--- src/logic/usfd_regs.vh ---
/*
 * Register map, field positions, reset values and sizes of the shadow
 * FIFO-control block. Assumes a plain address/strobe register port.
 */
`ifndef USFD_REGS_VH
`define USFD_REGS_VH

// shadow register byte addresses
`define USFD_ADDR_SHADOW_DMA_MODE 32'h50001194
`define USFD_ADDR_SHADOW_FIFO_EN 32'h50001198
`define USFD_ADDR_SHADOW_RX_TRIG 32'h5000119C
// full control word, interrupt and level registers
`define USFD_ADDR_CTRL_WORD 32'h50001108
`define USFD_ADDR_IRQ_STATUS 32'h500011C0
`define USFD_ADDR_IRQ_MASK 32'h500011C4
`define USFD_ADDR_FIFO_LEVEL 32'h500011C8

// field positions inside the full control word
`define USFD_CW_FIFO_EN_BIT 0
`define USFD_CW_DMA_MODE_BIT 3
`define USFD_CW_RX_TRIG_LSB 6
`define USFD_CW_RX_TRIG_MSB 7

// interrupt status bit positions
`define USFD_IRQ_RX_AVAIL_BIT 0
`define USFD_IRQ_TX_EMPTY_BIT 1
`define USFD_IRQ_FIFO_FLUSH_BIT 2
`define USFD_IRQ_WIDTH 3

// reset values
`define USFD_RST_DMA_MODE 1'h0
`define USFD_RST_FIFO_EN 1'h0
`define USFD_RST_RX_TRIG 2'h0
`define USFD_RST_IRQ 3'h0

// receive trigger encodings
`define USFD_TRIG_ONE 2'h0
`define USFD_TRIG_QUARTER 2'h1
`define USFD_TRIG_HALF 2'h2
`define USFD_TRIG_NEAR_FULL 2'h3

// FIFO depth and the fill levels that follow from it
`define USFD_DEPTH 5'h10
`define USFD_LVL_ONE 5'h01
`define USFD_LVL_QUARTER 5'h04
`define USFD_LVL_HALF 5'h08
`define USFD_LVL_NEAR_FULL 5'h0E

`endif

--- src/logic/usfd_ctrl.v ---
/*
 * Shadow FIFO-control registers of the second serial port: field-wise
 * access to the DMA mode, FIFO enable and receive trigger, FIFO level
 * tracking, DMA requests and the interrupt status/mask pair.
 * Assumes a register master that never issues read and write together,
 * and push/pop strobes synchronous to CLK_I.
 */
//
// Behaviour
// DMA-mode shadow writes change only the DMA-mode field of the control word.
// DMA mode 0 or 1 picks the signalling scheme of both DMA requests.
// FIFO-enable shadow writes change only the FIFO-enable field.
// Enable one runs both FIFOs; enable zero bypasses them to one entry.
// Enable falling from one to zero empties both FIFO controls.
// Receive-trigger shadow writes change only the two trigger bits.
// Trigger picks data-available level: one, quarter, half, two below full.
// In DMA mode 1 the receive request follows the same trigger level.
// All three fields reset to zero; upper shadow bits read as zero.
// Shadow reads return the live field, whichever path wrote it last.
`include "usfd_regs.vh"

module usfd_ctrl (
    // clock and reset
    input wire CLK_I,
    input wire RESETN_I,
    // register port
    input wire [31:0] ADDR_I,
    input wire [15:0] WDATA_I,
    input wire WE_I,
    input wire RE_I,
    output wire [15:0] RDATA_O,
    // receive and transmit traffic
    input wire RX_PUSH_I,
    input wire RX_POP_I,
    input wire TX_PUSH_I,
    input wire TX_POP_I,
    // DMA requests, active low
    output wire DMA_TX_REQ_N_O,
    output wire DMA_RX_REQ_N_O,
    // status
    output wire FIFO_EN_O,
    output wire RX_AVAIL_O,
    output wire RX_FULL_O,
    output wire TX_FULL_O,
    // interrupt
    output wire INTR_O
);

////////////////////////////////////////////////////////////////////////////////
// decoding helpers

// fill level that counts as "data available" for a trigger setting
function [4:0] usfd_thresh;
    input [1:0] trig;
    input en;
    begin
        if (!en) begin
            usfd_thresh = `USFD_LVL_ONE;
        end else begin
            case (trig)
                `USFD_TRIG_ONE: usfd_thresh = `USFD_LVL_ONE;
                `USFD_TRIG_QUARTER: usfd_thresh = `USFD_LVL_QUARTER;
                `USFD_TRIG_HALF: usfd_thresh = `USFD_LVL_HALF;
                `USFD_TRIG_NEAR_FULL: usfd_thresh = `USFD_LVL_NEAR_FULL;
                default: usfd_thresh = `USFD_LVL_ONE;
            endcase
        end
    end
endfunction

// one address match, used for both the write and the read paths
function hit;
    input [31:0] addr;
    input [31:0] target;
    begin
        hit = (addr == target);
    end
endfunction

////////////////////////////////////////////////////////////////////////////////
// control word fields

reg dma_mode_ff;
reg fifo_en_ff;
reg [1:0] rx_trig_ff;
reg nxt_dma_mode;
reg nxt_fifo_en;
reg [1:0] nxt_rx_trig;

wire wr_dma_mode = WE_I & hit(ADDR_I, `USFD_ADDR_SHADOW_DMA_MODE);
wire wr_fifo_en = WE_I & hit(ADDR_I, `USFD_ADDR_SHADOW_FIFO_EN);
wire wr_rx_trig = WE_I & hit(ADDR_I, `USFD_ADDR_SHADOW_RX_TRIG);
wire wr_ctrl = WE_I & hit(ADDR_I, `USFD_ADDR_CTRL_WORD);
wire wr_status = WE_I & hit(ADDR_I, `USFD_ADDR_IRQ_STATUS);
wire wr_mask = WE_I & hit(ADDR_I, `USFD_ADDR_IRQ_MASK);

// each shadow touches one field; the full word writes all three at once
always @* begin
    nxt_dma_mode = dma_mode_ff;
    nxt_fifo_en = fifo_en_ff;
    nxt_rx_trig = rx_trig_ff;
    if (wr_ctrl) begin
        nxt_dma_mode = WDATA_I[`USFD_CW_DMA_MODE_BIT];
        nxt_fifo_en = WDATA_I[`USFD_CW_FIFO_EN_BIT];
        nxt_rx_trig = WDATA_I[`USFD_CW_RX_TRIG_MSB:`USFD_CW_RX_TRIG_LSB];
    end
    if (wr_dma_mode) begin
        nxt_dma_mode = WDATA_I[0];
    end
    if (wr_fifo_en) begin
        nxt_fifo_en = WDATA_I[0];
    end
    if (wr_rx_trig) begin
        nxt_rx_trig = WDATA_I[1:0];
    end
end

always @(posedge CLK_I or negedge RESETN_I) begin
    if (!RESETN_I) begin
        dma_mode_ff <= `USFD_RST_DMA_MODE;
        fifo_en_ff <= `USFD_RST_FIFO_EN;
        rx_trig_ff <= `USFD_RST_RX_TRIG;
    end else begin
        dma_mode_ff <= nxt_dma_mode;
        fifo_en_ff <= nxt_fifo_en;
        rx_trig_ff <= nxt_rx_trig;
    end
end

////////////////////////////////////////////////////////////////////////////////
// FIFO control portions

// flush on the very edge where the enable drops, so no stale data survives
wire fifo_flush = fifo_en_ff & ~nxt_fifo_en;
// bypass leaves a single holding entry on each side
wire [4:0] fifo_cap = fifo_en_ff ? `USFD_DEPTH : `USFD_LVL_ONE;
wire [4:0] rx_count;
wire [4:0] tx_count;
wire rx_full;
wire rx_empty;
wire tx_full;
wire tx_empty;

usfd_level u_rx_level (
    .clk_i(CLK_I),
    .rst_n_i(RESETN_I),
    .clr_i(fifo_flush),
    .cap_i(fifo_cap),
    .push_i(RX_PUSH_I),
    .pop_i(RX_POP_I),
    .count_o(rx_count),
    .full_o(rx_full),
    .empty_o(rx_empty)
);

usfd_level u_tx_level (
    .clk_i(CLK_I),
    .rst_n_i(RESETN_I),
    .clr_i(fifo_flush),
    .cap_i(fifo_cap),
    .push_i(TX_PUSH_I),
    .pop_i(TX_POP_I),
    .count_o(tx_count),
    .full_o(tx_full),
    .empty_o(tx_empty)
);

////////////////////////////////////////////////////////////////////////////////
// receive threshold and DMA requests

wire [4:0] rx_thr = usfd_thresh(rx_trig_ff, fifo_en_ff);
wire rx_avail = (rx_count >= rx_thr);

usfd_dma u_dma (
    .clk_i(CLK_I),
    .rst_n_i(RESETN_I),
    .mode_i(dma_mode_ff),
    .rx_thr_i(rx_thr),
    .rx_count_i(rx_count),
    .rx_empty_i(rx_empty),
    .tx_empty_i(tx_empty),
    .tx_full_i(tx_full),
    .tx_req_n_o(DMA_TX_REQ_N_O),
    .rx_req_n_o(DMA_RX_REQ_N_O)
);

////////////////////////////////////////////////////////////////////////////////
// interrupt status and mask

reg rx_avail_ff;
reg tx_empty_d_ff;
reg [2:0] irq_status_ff;
reg [2:0] irq_mask_ff;
reg [2:0] nxt_irq_status;
reg [2:0] nxt_irq_mask;
wire [2:0] irq_event;

// edges, so a level that stays up raises the flag only once
assign irq_event[`USFD_IRQ_RX_AVAIL_BIT] = rx_avail & ~rx_avail_ff;
assign irq_event[`USFD_IRQ_TX_EMPTY_BIT] = tx_empty & ~tx_empty_d_ff;
assign irq_event[`USFD_IRQ_FIFO_FLUSH_BIT] = fifo_flush;

// write-one-to-clear; an event in the clearing cycle wins
always @* begin
    nxt_irq_status = irq_status_ff;
    nxt_irq_mask = irq_mask_ff;
    if (wr_status) begin
        nxt_irq_status = irq_status_ff & ~WDATA_I[2:0];
    end
    nxt_irq_status = nxt_irq_status | irq_event;
    if (wr_mask) begin
        nxt_irq_mask = WDATA_I[2:0];
    end
end

always @(posedge CLK_I or negedge RESETN_I) begin
    if (!RESETN_I) begin
        rx_avail_ff <= 1'b0;
        tx_empty_d_ff <= 1'b1;
        irq_status_ff <= `USFD_RST_IRQ;
        irq_mask_ff <= `USFD_RST_IRQ;
    end else begin
        rx_avail_ff <= rx_avail;
        tx_empty_d_ff <= tx_empty;
        irq_status_ff <= nxt_irq_status;
        irq_mask_ff <= nxt_irq_mask;
    end
end

assign INTR_O = |(irq_status_ff & irq_mask_ff);

////////////////////////////////////////////////////////////////////////////////
// read path

reg [15:0] rdata_ff;
reg [15:0] nxt_rdata;

// data stand only in the cycle after the strobe; unmapped reads give zero
always @* begin
    nxt_rdata = 16'h0000;
    if (RE_I) begin
        if (hit(ADDR_I, `USFD_ADDR_SHADOW_DMA_MODE)) begin
            nxt_rdata = {15'h0000, dma_mode_ff};
        end else if (hit(ADDR_I, `USFD_ADDR_SHADOW_FIFO_EN)) begin
            nxt_rdata = {15'h0000, fifo_en_ff};
        end else if (hit(ADDR_I, `USFD_ADDR_SHADOW_RX_TRIG)) begin
            nxt_rdata = {14'h0000, rx_trig_ff};
        end else if (hit(ADDR_I, `USFD_ADDR_CTRL_WORD)) begin
            nxt_rdata = {8'h00, rx_trig_ff, 2'h0, dma_mode_ff, 2'h0, fifo_en_ff};
        end else if (hit(ADDR_I, `USFD_ADDR_IRQ_STATUS)) begin
            nxt_rdata = {13'h0000, irq_status_ff};
        end else if (hit(ADDR_I, `USFD_ADDR_IRQ_MASK)) begin
            nxt_rdata = {13'h0000, irq_mask_ff};
        end else if (hit(ADDR_I, `USFD_ADDR_FIFO_LEVEL)) begin
            nxt_rdata = {3'h0, tx_count, 3'h0, rx_count};
        end
    end
end

always @(posedge CLK_I or negedge RESETN_I) begin
    if (!RESETN_I) begin
        rdata_ff <= 16'h0000;
    end else begin
        rdata_ff <= nxt_rdata;
    end
end

assign RDATA_O = rdata_ff;

////////////////////////////////////////////////////////////////////////////////
// status outputs

reg rx_full_ff;
reg tx_full_ff;

// registered copies keep the full-flag outputs glitch free
always @(posedge CLK_I or negedge RESETN_I) begin
    if (!RESETN_I) begin
        rx_full_ff <= 1'b0;
        tx_full_ff <= 1'b0;
    end else begin
        rx_full_ff <= rx_full;
        tx_full_ff <= tx_full;
    end
end

assign FIFO_EN_O = fifo_en_ff;
assign RX_AVAIL_O = rx_avail_ff;
assign RX_FULL_O = rx_full_ff;
assign TX_FULL_O = tx_full_ff;

endmodule

--- src/logic/usfd_level.v ---
/*
 * Fill-level tracker standing for the control portion of one FIFO.
 * Assumes push and pop are one-cycle strobes synchronous to clk_i.
 */
module usfd_level (
    // clock and reset
    input wire clk_i,
    input wire rst_n_i,
    // control
    input wire clr_i,
    input wire [4:0] cap_i,
    // traffic
    input wire push_i,
    input wire pop_i,
    // state
    output wire [4:0] count_o,
    output wire full_o,
    output wire empty_o
);

reg [4:0] count_ff;
reg [4:0] nxt_count;
wire do_push;
wire do_pop;

// push into a full FIFO and pop from an empty one are dropped
assign do_push = push_i & (count_ff < cap_i);
assign do_pop = pop_i & (count_ff != 5'h00);
assign count_o = count_ff;
assign full_o = (count_ff >= cap_i);
assign empty_o = (count_ff == 5'h00);

// clear beats traffic so the FIFO really reads empty afterwards
always @* begin
    nxt_count = count_ff;
    if (clr_i) begin
        nxt_count = 5'h00;
    end else if (do_push & ~do_pop) begin
        nxt_count = count_ff + 5'h01;
    end else if (do_pop & ~do_push) begin
        nxt_count = count_ff - 5'h01;
    end
end

always @(posedge clk_i or negedge rst_n_i) begin
    if (!rst_n_i) begin
        count_ff <= 5'h00;
    end else begin
        count_ff <= nxt_count;
    end
end

endmodule

--- src/logic/usfd_dma.v ---
/*
 * DMA request generator for the transmit and receive sides.
 * Assumes the fill levels and threshold come from the same clock domain.
 */
module usfd_dma (
    // clock and reset
    input wire clk_i,
    input wire rst_n_i,
    // configuration
    input wire mode_i,
    input wire [4:0] rx_thr_i,
    // fill state
    input wire [4:0] rx_count_i,
    input wire rx_empty_i,
    input wire tx_empty_i,
    input wire tx_full_i,
    // requests, active low
    output wire tx_req_n_o,
    output wire rx_req_n_o
);

reg tx_req_ff;
reg rx_req_ff;
reg nxt_tx_req;
reg nxt_rx_req;

assign tx_req_n_o = ~tx_req_ff;
assign rx_req_n_o = ~rx_req_ff;

// mode 0 follows single characters, mode 1 works in bursts with hysteresis
always @* begin
    nxt_tx_req = tx_req_ff;
    nxt_rx_req = rx_req_ff;
    if (!mode_i) begin
        nxt_tx_req = tx_empty_i;
        nxt_rx_req = ~rx_empty_i;
    end else begin
        // receive burst held until the FIFO is drained, transmit burst until it is full, so no request chatter
        if (rx_count_i >= rx_thr_i) begin
            nxt_rx_req = 1'b1;
        end else if (rx_empty_i) begin
            nxt_rx_req = 1'b0;
        end
        if (tx_empty_i) begin
            nxt_tx_req = 1'b1;
        end else if (tx_full_i) begin
            nxt_tx_req = 1'b0;
        end
    end
end

always @(posedge clk_i or negedge rst_n_i) begin
    if (!rst_n_i) begin
        tx_req_ff <= 1'b0;
        rx_req_ff <= 1'b0;
    end else begin
        tx_req_ff <= nxt_tx_req;
        rx_req_ff <= nxt_rx_req;
    end
end

endmodule

--- config.mk ---
export PLATFORM = sky130hd
export DESIGN_NAME = usfd_ctrl
export DESIGN_NICKNAME = d
export VERILOG_FILES = /design/src/logic/usfd_ctrl.v /design/src/logic/usfd_level.v /design/src/logic/usfd_dma.v
export VERILOG_INCLUDE_DIRS = /design/src /design/src/logic
export SDC_FILE = /design/constraint.sdc
export NUM_CORES = 1
export LEC_CHECK = 0
export BUFFER_PORTS_ARGS = -buffer_cell sky130_fd_sc_hd__buf_2
export CAP_MARGIN = 20
export CORE_MARGIN = 2
export CORE_UTILIZATION = 37
export CTS_BUF_LIST = sky130_fd_sc_hd__clkbuf_16
export DETAILED_ROUTE_END_ITERATION = 10
export PLACE_DENSITY_LB_ADDON = 0.3
export SKIP_CTS_REPAIR_TIMING = 1
export SLEW_MARGIN = 30
export SYNTH_ARGS = -nofsm -noshare
export SYNTH_HDL_FRONTEND = slang
export SYNTH_SLANG_ARGS = --single-unit
--- constraint.sdc ---
create_clock -name CLK_I -period 8.8 [get_ports CLK_I]
set_clock_uncertainty 0.05 [all_clocks]
set_input_delay 1.76 -clock CLK_I [delete_from_list [all_inputs] [get_ports CLK_I]]
set_output_delay 1.76 -clock CLK_I [all_outputs]
set_load 0.05 [all_outputs]
Word-level counts from Yosys, hierarchy flattened
Index checks and enable logic that the tools add are counted.
Widths: inputs -> output; s select.
- flip-flop bits (word level): 42
- input bits: 56
- logic and storage cells: 106
- $add $sub $neg: 4
- equal/unequal tests: 12
- reduce and logical (&&, ||, !) cells: 10
- order comparisons: 5
- bitwise operators: 31
- mux-type cells: 30
- operators with widths (kind ; count):
    $eq 32x31->1 const B ; 7
    $mux 13 ; 8
    $mux 5 ; 8
    $pmux 5 s4 ; 1
    $and 1x1->1 ; 17
    $ge 5x5->1 ; 3
    $add 5x1->5 const B ; 2
    $logic_not 5->1 ; 2
    $lt 5x5->1 ; 2
    $mux 1 ; 10
    $not 1->1 ; 10
    $reduce_bool 5->1 ; 2
    $sub 5x1->5 const B ; 2
    $and 3x3->3 ; 2
    $ne 3x1->1 const B ; 2
    $reduce_bool 3->1 ; 2
    $eq 2x2->1 const B ; 2
    $mux 2 ; 2
    $reduce_bool 2->1 ; 2
    $mux 3 ; 1
    $not 3->3 ; 1
    $or 3x3->3 ; 1
    $reduce_or 3->1 ; 1
    $eq 2x1->1 const B ; 1
    $logic_not 2->1 ; 1

Logic depth before layout (Yosys ltp)
Gate-level depths: netlist (run 1).
- depth in word-level cells: 9
- mapped depth: 11

By module
Synthesis (run 1) repeated with hierarchy kept, for this count alone.
- cell total of the unflattened synthesis: 290
- area total of the unflattened synthesis: 2772.7 um^2
- by module, submodules not included (module ; area an instance (um^2) ; cells an instance ; seq. area each (um^2) ; instances):
    usfd_ctrl ; 1512.7 ; 151 ; 651.9 ; 1
    usfd_level ; 528.0 ; 57 ; 125.1 ; 2
    usfd_dma ; 203.9 ; 25 ; 50.0 ; 1

Worst setup path before layout (run 1)
OpenSTA, ideal clock, no wires.
- kind: input to register
- start: in RX_PUSH_I
- end: reg u_rx_level.count_ff[4], in the netlist u_rx_level.count_o[4]
- arrival: 3.390 ns
- buffers on the path: 0
- library setup time: 0.128 ns
- slack: 5.233 ns
- stages on the path: 9
- required time: 8.622 ns
- cells stage by stage: nand2b_1 a21oi_4 nand2b_1 fa_1 a21o_1 a21oi_1 nand3b_1 o21ai_1 mux2_1
- word-level cells in the longest chain between the ends: 4
- elaborated cells between the ends (all ways): 7
- ends and longest elaborated chain (element ; RTL line ; RTL):
    start, declared ; usfd_ctrl.v:33 ; input wire RX_PUSH_I,
    $and 1x1->1 * ; usfd_level.v:27 ; assign do_push = push_i & (count_ff < cap_i);
    $and 1x1->1 or $not 1->1 (tied branches) ; usfd_level.v:38, usfd_level.v:40 ;
    $mux 5 or $and 1x1->1 (tied branches) ; usfd_level.v:38, usfd_level.v:40 ;
    $mux 5 or $reduce_bool 3->1 (tied branches) ; -- ;
    end signal, assigned ; usfd_level.v:49 ; count_ff <= nxt_count;
    end, declared ; usfd_level.v:21 ; reg [4:0] count_ff;
Mark *: on every way between the ends. The rest lies on a longest branch, timed or not.
A chain may end at the register's enable or synchronous reset.

Final worst setup path (run 1)
- start: in ADDR_I[3]
- end: reg u_rx_level.count_ff[4], in the netlist u_rx_level.count_o[4]
- word-level cells in the longest chain between the ends: 7
- elaborated cells between the ends (all ways): 10
- ends and longest elaborated chain (element ; RTL line ; RTL):
    start, declared ; usfd_ctrl.v:27 ; input wire [31:0] ADDR_I,
    $eq 32x31->1 ; usfd_ctrl.v:76 ; hit = (addr == target);
    $and 1x1->1 ; usfd_ctrl.v:93 ; wire wr_ctrl = WE_I & hit(ADDR_I, `USFD_ADDR_CTRL_WORD);
    $mux 1 ; usfd_ctrl.v:102 ; if (wr_ctrl) begin
    $mux 1 * ; usfd_ctrl.v:110 ; if (wr_fifo_en) begin
    $not 1->1 * ; usfd_ctrl.v:134 ; wire fifo_flush = fifo_en_ff & ~nxt_fifo_en;
    $and 1x1->1 * ; usfd_ctrl.v:134 ;
    $reduce_bool 3->1 (no source line) or $mux 5 (tied branches) ; -- ;
Marked as above.

==> results of run 1 <==
==> cell families after synthesis <==
logic type	synth area share [%]
flops	39.1
fa+ha+maj	9.35
mux	6.68
simple gates	23.1
other cells	0.154
compound gates	13.5
xor+xnor	3.49
buf+inv	4.68
==> report_power, final <==
part / switching, mW / leakage [nW] / total, mW / internal [mW]
Sequential: 0.0479 / 0.478 / 0.257 / 0.209
Combinational: 0.163 / 0.879 / 0.305 / 0.143
Clock: 0.0675 / 0.0915 / 0.229 / 0.161
==> worst paths after layout <==
kind | from | to | slack, ps
worst max-delay path | ADDR_I[3] | u_rx_level.count_o[4] | 5240
worst min-delay path | tx_empty_d_ff | irq_status_ff[1] | 450
worst max register to register | FIFO_EN_O | u_rx_level.count_o[4] | 5500
worst min register to register | tx_empty_d_ff | irq_status_ff[1] | 450
max in group asynchronous | RESETN_I | tx_empty_d_ff | 6940
min in group asynchronous | RESETN_I | u_rx_level.count_o[2] | 1400
==> placed cells by master, fill, tap and decap left out, types with 3 or more instances in the layout <==
cell,netlist,layout
sky130_fd_sc_hd__inv_1,11,11
sky130_fd_sc_hd__nor2b_1,4,4
sky130_fd_sc_hd__nand3b_1,3,3
sky130_fd_sc_hd__dfrtp_1,37,37
sky130_fd_sc_hd__and3_1,9,9
sky130_fd_sc_hd__o21ai_0,7,7
sky130_fd_sc_hd__xnor2_1,3,3
sky130_fd_sc_hd__or3_1,4,4
sky130_fd_sc_hd__buf_2,1,63
sky130_fd_sc_hd__ha_1,15,15
sky130_fd_sc_hd__mux2_2,5,5
sky130_fd_sc_hd__nor3_1,11,10
sky130_fd_sc_hd__mux2i_1,8,8
sky130_fd_sc_hd__nand2b_1,7,7
sky130_fd_sc_hd__nand4_1,3,3
sky130_fd_sc_hd__nand2_1,12,12
sky130_fd_sc_hd__nand3_1,4,4
sky130_fd_sc_hd__conb_1,1,4
sky130_fd_sc_hd__clkbuf_16,0,5
sky130_fd_sc_hd__a21oi_1,9,9
sky130_fd_sc_hd__xor2_1,3,3
sky130_fd_sc_hd__a31oi_1,3,3
sky130_fd_sc_hd__a21o_1,6,6
sky130_fd_sc_hd__nor2_1,20,20
sky130_fd_sc_hd__and2_1,7,7
==> final cells by class <==
class / count / area [um^2]
fill: 603 / 3360
multi-input combinational: 185 / 1390
sequential: 38 / 952
timing repair buffer: 64 / 323
clock buffer: 5 / 125
tap: 77 / 96.3
clock inverter: 3 / 63.8
inverter: 11 / 41.3
==> sequential cells by signal (all words and copies together), names as in the netlist <==
name                flops
dma_mode_ff             1
FIFO_EN_O               1
RX_AVAIL_O              1
irq_status_ff           3
rx_trig_ff              2
u_rx_level.count_o      5
RX_FULL_O               1
u_dma.tx_req_ff         1
RDATA_O                12
TX_FULL_O               1
u_dma.rx_req_ff         1
irq_mask_ff             3
u_tx_level.count_o      5
tx_empty_d_ff           1
==> per-layer routing <==
| layer | up-vias | GRT usage (%) | wire length, um |
|---|---|---|---|
| met4 | 0 | 3.90 | 40 |
| li1 | 996 | - | - |
| met2 | 67 | 25.3 | 2500 |
| met1 | 963 | 22.6 | 2600 |
| met3 | 5 | 3.31 | 335 |
| met5 | - | 0 | 0 |
==> worst register-to-register path, delay by kind of cell, from the launching register on <==
family | cells | cell delay, ps
muxes | 1 | 330
buffers and inverters | 1 | 230
DFF | 1 | 480
AOI/OAI and AO/OA | 4 | 710
and+or+nand+nor | 3 | 760
adders and majority gates | 2 | 610
==> through the flow <==
step | hold slack [ps] | setup slack (ps) | cell area, um^2 | instances
finish | 454 | 5240 | 2990 | 383
floorplan | 424 | 5230 | 2450 | 244
global route | 494 | 5080 | 2990 | 383
global placement | 430 | 4990 | 2790 | 375
CTS | 465 | 5260 | 2980 | 383
detailed placement | 452 | 4990 | 2790 | 375
==> run summary, run 1 <==
Initial detailed-routing violation count: 90
Setup crit end kind: flop
Number of enable-type register cells in the synthesized netlist: 0
Post-synthesis average cell area: 10.1 um^2
DRC viols: 0
Critical-path top delay cell: sky130_fd_sc_hd__nor2b_1
Largest stage delay on the critical path: 530 ps
Number of buffers added on ports: 64
Number of sinks driven by the clock tree: 38
H-tree level count: 2
Cell count after synthesis: 241
Yosys cell types: 53
Type of element launching the critical path: input pin
Cell family with the largest share of critical-path delay: simple AND/OR/NAND/NOR gates
Die Area: 0.00725 mm^2
Remaining max-slew budget at the tightest pin: 59.1%
Required arrival time at the worst endpoint: 8910 ps
Largest driver fanout on the critical path: 13
Count of final hold-check violations: 0
Drt wl/cell: 14.3 um
Final worst path period need: 3560 ps
Peak VDD IR: 0.185 mV
Slew at the pin with the worst max-slew slack: 612 ps
Max-cap violations: 0
TritonCTS buffer count: 5
Most used flip-flop cell after synthesis: sky130_fd_sc_hd__dfrtp_1
Result of the run: completed
Effective utilization at floorplan: 38.3%
Final worst path period share: 40.4%
Row cnt: 29
Sequential area share after synthesis: 39.1%
Global-route wire length before repair: 9.37 mm
Maximum number of buffers from clock root to sink: 2
Cell at the root of the clock tree: sky130_fd_sc_hd__clkbuf_16
Clock transition time at the flip-flop clock pins of the worst setup and hold paths: 50 ps
Most frequently used cell type in the post-synthesis netlist: sky130_fd_sc_hd__dfrtp_1
GR Util All Layers: 16.0%
Register-to-Register Path Depth: 11
Chip Height: 85.1 um
HPWL after detailed placement: 4.24 mm
Via Count: 2031
Final setup violation count: 0
Cell chain of the critical path: buf_2 > nor2b_1 > o2111a_1 > and3_1 > nor2b_1 > mux2_1
Proportion of netlist area held by the largest area contributor: 38.0%
Number of diodes: 0
Worst min-delay path category: flop to flop
Latest clock arrival within the worst-skew pair: 280 ps
Worst hold path stage count: 1
DR pass1 iterations: 4
DIE WIDTH: 85.1 um
Via-per-instance ratio: 5.30
Share of final-layout standard cells stronger than drive strength 1: 29.1%
Core utilization of the finished layout: 47.0%
Warnings from Yosys: 0
Area growth syn-to-layout: 22.7%
Vias in the first global route: 1982
Most frequent cells after synthesis: sky130_fd_sc_hd__dfrtp_1, sky130_fd_sc_hd__nor2_1, sky130_fd_sc_hd__ha_1
# IOs: 79
Core area: 0.00635 mm^2
Sum Neg Setup Slack: 0 ps
Top achievable clock speed: 281 MHz
Leak pwr: 1.45 nW
Final estimated routing congestion in global placement: 0.838
Worst path bufs/invs: 1
Number of pins with negative max-slew slack in the final report: 0
Net total in the final layout: 378
GR Overflow Total: 0
Ratio of total power to cell area: 265 mW/mm^2
Remaining number of nets flagged by the antenna check after routing: 0
TritonCTS clock tree: built
Biggest area contributors in the synthesized netlist: sky130_fd_sc_hd__dfrtp_1, sky130_fd_sc_hd__ha_1, sky130_fd_sc_hd__mux2i_1
Cell type with the highest occurrence count on the critical path: sky130_fd_sc_hd__nor2b_1
Data arrival time at the worst-slack endpoint: 3660 ps
Flip-flop and latch count after synthesis: 38
Synth area leader: sky130_fd_sc_hd__dfrtp_1
CP Class: input pin to flop
Path length in cells of the critical path: 6
Post-layout total power: 0.791 mW
Setup repair after global routing missed its margin: no
Share of synthesized flip-flops with an asynchronous set or reset: 100%
Total standard cell area after synthesis: 0.00243 mm^2
Total wire length: 5.47 mm
Largest net degree at the start of global routing: 39
Initial antenna violation count: 0
Power figures use the tool's default switching activity.
==> run 2, diff against run 1 <==
Clock period 8.8 ns to 3 ns, I/O delays scaled along.
==> run 2 against run 1 <==
Net effect:
- register-to-register slack worse by 5400 ps
- core utilization up 0.55 points
- sequential share of layout area down 0.33 points
- hold slack worse by 220 ps
- non-clock buffer count up 9
- combinational power rose to 3.3 times the previous value
- global-route usage up 0.60 points
- total power rose to 2.8 times the previous value
- critical endpoint unchanged
==> run summary, run 2 (synthesized netlist as in run 1, its figures left out) <==
Result of the run: completed
Worst min-delay path category: input pin to asynchronous set/reset pin
Number of pins with negative max-slew slack in the final report: 0
Via-per-instance ratio: 5.27
Highest-count cells in the layout ignoring fill and taps: sky130_fd_sc_hd__buf_2, sky130_fd_sc_hd__dfrtp_1, sky130_fd_sc_hd__nor2_1
DIE WIDTH: 85.1 um
Initial detailed-routing violation count: 73
Die Area: 0.00725 mm^2
# IOs: 79
Drt wl/cell: 14.6 um
Vias in the first global route: 1980
Count of final hold-check violations: 0
Largest driver fanout on the critical path: 6
Row cnt: 29
Final worst path period share: 96.6%
Ratio of total power to cell area: 733 mW/mm^2
Clock transition time at the flip-flop clock pins of the worst setup and hold paths: 60 ps
Core area: 0.00635 mm^2
CP Class: flop to flop
Number of sinks driven by the clock tree: 38
Setup crit end kind: flop
Top achievable clock speed: 345 MHz
Remaining number of nets flagged by the antenna check after routing: 0
Initial antenna violation count: 0
Via Count: 2067
Share of final-layout standard cells stronger than drive strength 1: 33.0%
Peak VDD IR: 0.497 mV
Latest clock arrival within the worst-skew pair: 280 ps
Cell at the root of the clock tree: sky130_fd_sc_hd__clkbuf_16
GR Overflow Total: 0
Final worst path period need: 2900 ps
Number of diodes: 0
Slew at the pin with the worst max-slew slack: 498 ps
Global-route wire length before repair: 9.50 mm
TritonCTS buffer count: 5
DRC viols: 0
Total wire length: 5.73 mm
Most common library cell in the layout ignoring fill and taps: sky130_fd_sc_hd__buf_2
Post-layout total power: 2.22 mW
Flip-flop count of the largest register, all copies and words added: 12
Net total in the final layout: 387
Remaining max-slew budget at the tightest pin: 66.5%
Final setup violation count: 0
Largest net degree at the start of global routing: 39
GR Util All Layers: 16.6%
Chip Height: 85.1 um
Effective utilization at floorplan: 38.3%
Number of buffers added on ports: 64
TritonCTS clock tree: built
DR pass1 iterations: 4
Final estimated routing congestion in global placement: 0.849
Area growth syn-to-layout: 24.1%
HPWL after detailed placement: 4.49 mm
Placed standard-cell area: 0.00287 mm^2
Required arrival time at the worst endpoint: 3110 ps
Data arrival time at the worst-slack endpoint: 3010 ps
Leak pwr: 1.48 nW
Layout fillers: 602
Final std cell area, no fill: 0.00302 mm^2
Maximum number of buffers from clock root to sink: 2
Max-cap violations: 0
H-tree level count: 2
Type of element launching the critical path: flop
==> run 2: worst max-delay path, cell delays in order (launching register included) <==
cell and delay, ps:
sky130_fd_sc_hd__dfrtp_1 460, sky130_fd_sc_hd__or3_1 430, sky130_fd_sc_hd__o31a_1 310, sky130_fd_sc_hd__nand2b_4 200, sky130_fd_sc_hd__fa_1 400, sky130_fd_sc_hd__a21o_1 210, sky130_fd_sc_hd__a21oi_2 190, sky130_fd_sc_hd__nand3b_1 100
sky130_fd_sc_hd__o21ai_1 100, sky130_fd_sc_hd__mux2_1 330
==> run 2: cell type report <==
cell class                      instances  area, um^2  area share (%)
Tap cell                               77        96.3            3.19
Sequential cell                        38         953            31.6
Multi-Input combinational cell        185        1400            46.4
Timing Repair Buffer                   73         390            12.9
Clock inverter                          3        13.8           0.455
Clock buffer                            5         125            4.14
Inverter                               11        41.3            1.37
==> run 2: through the flow <==
stage | std cells | setup WS, ps | hold WS, ps | util (%) | setup TNS, ps
after floorplan | 244 | 19.2 | 254 | - | 0
after global placement | 384 | 109 | 428 | 45.3 | 0
after detailed placement | 384 | 91.9 | 457 | 45.3 | 0
after CTS | 392 | 79.9 | 419 | 47.4 | 0
after global routing | 392 | -14.0 | 276 | 47.6 | -14.0
final | 392 | 102 | 232 | 47.6 | 0
==> run 2: metal layers <==
metal | GRT usage [%] | wire, um | part of all wire [%] | vias up
met3 | 3.31 | 301 | 5.3 | 8
met5 | 0 | 0 | 0 | -
met1 | 22.4 | 2660 | 46 | 969
met2 | 27.2 | 2670 | 47 | 77
li1 | - | - | - | 1013
met4 | 4.76 | 89 | 1.6 | 0
==> run 2: final timing paths <==
path / depth (start not counted) / start / slack, ps / end
worst min-delay path: 1 / RESETN_I / 230 / u_rx_level.count_o[2]
min in group CLK_I: 2 / WDATA_I[2] / 470 / irq_status_ff[2]
worst max-delay path: 9 / u_rx_level.count_o[3] / 100 / u_rx_level.count_o[4]
max in group asynchronous: 1 / RESETN_I / 2280 / FIFO_EN_O
worst min register to register: 1 / irq_status_ff[0] / 490 / irq_status_ff[0]
worst max register to register: 9 / u_rx_level.count_o[3] / 100 / u_rx_level.count_o[4]
==> run 2: report_power, final <==
part / internal, mW / switching, mW
Clock: 0.301 / 0.192
Sequential: 0.614 / 0.111
Combinational: 0.461 / 0.536
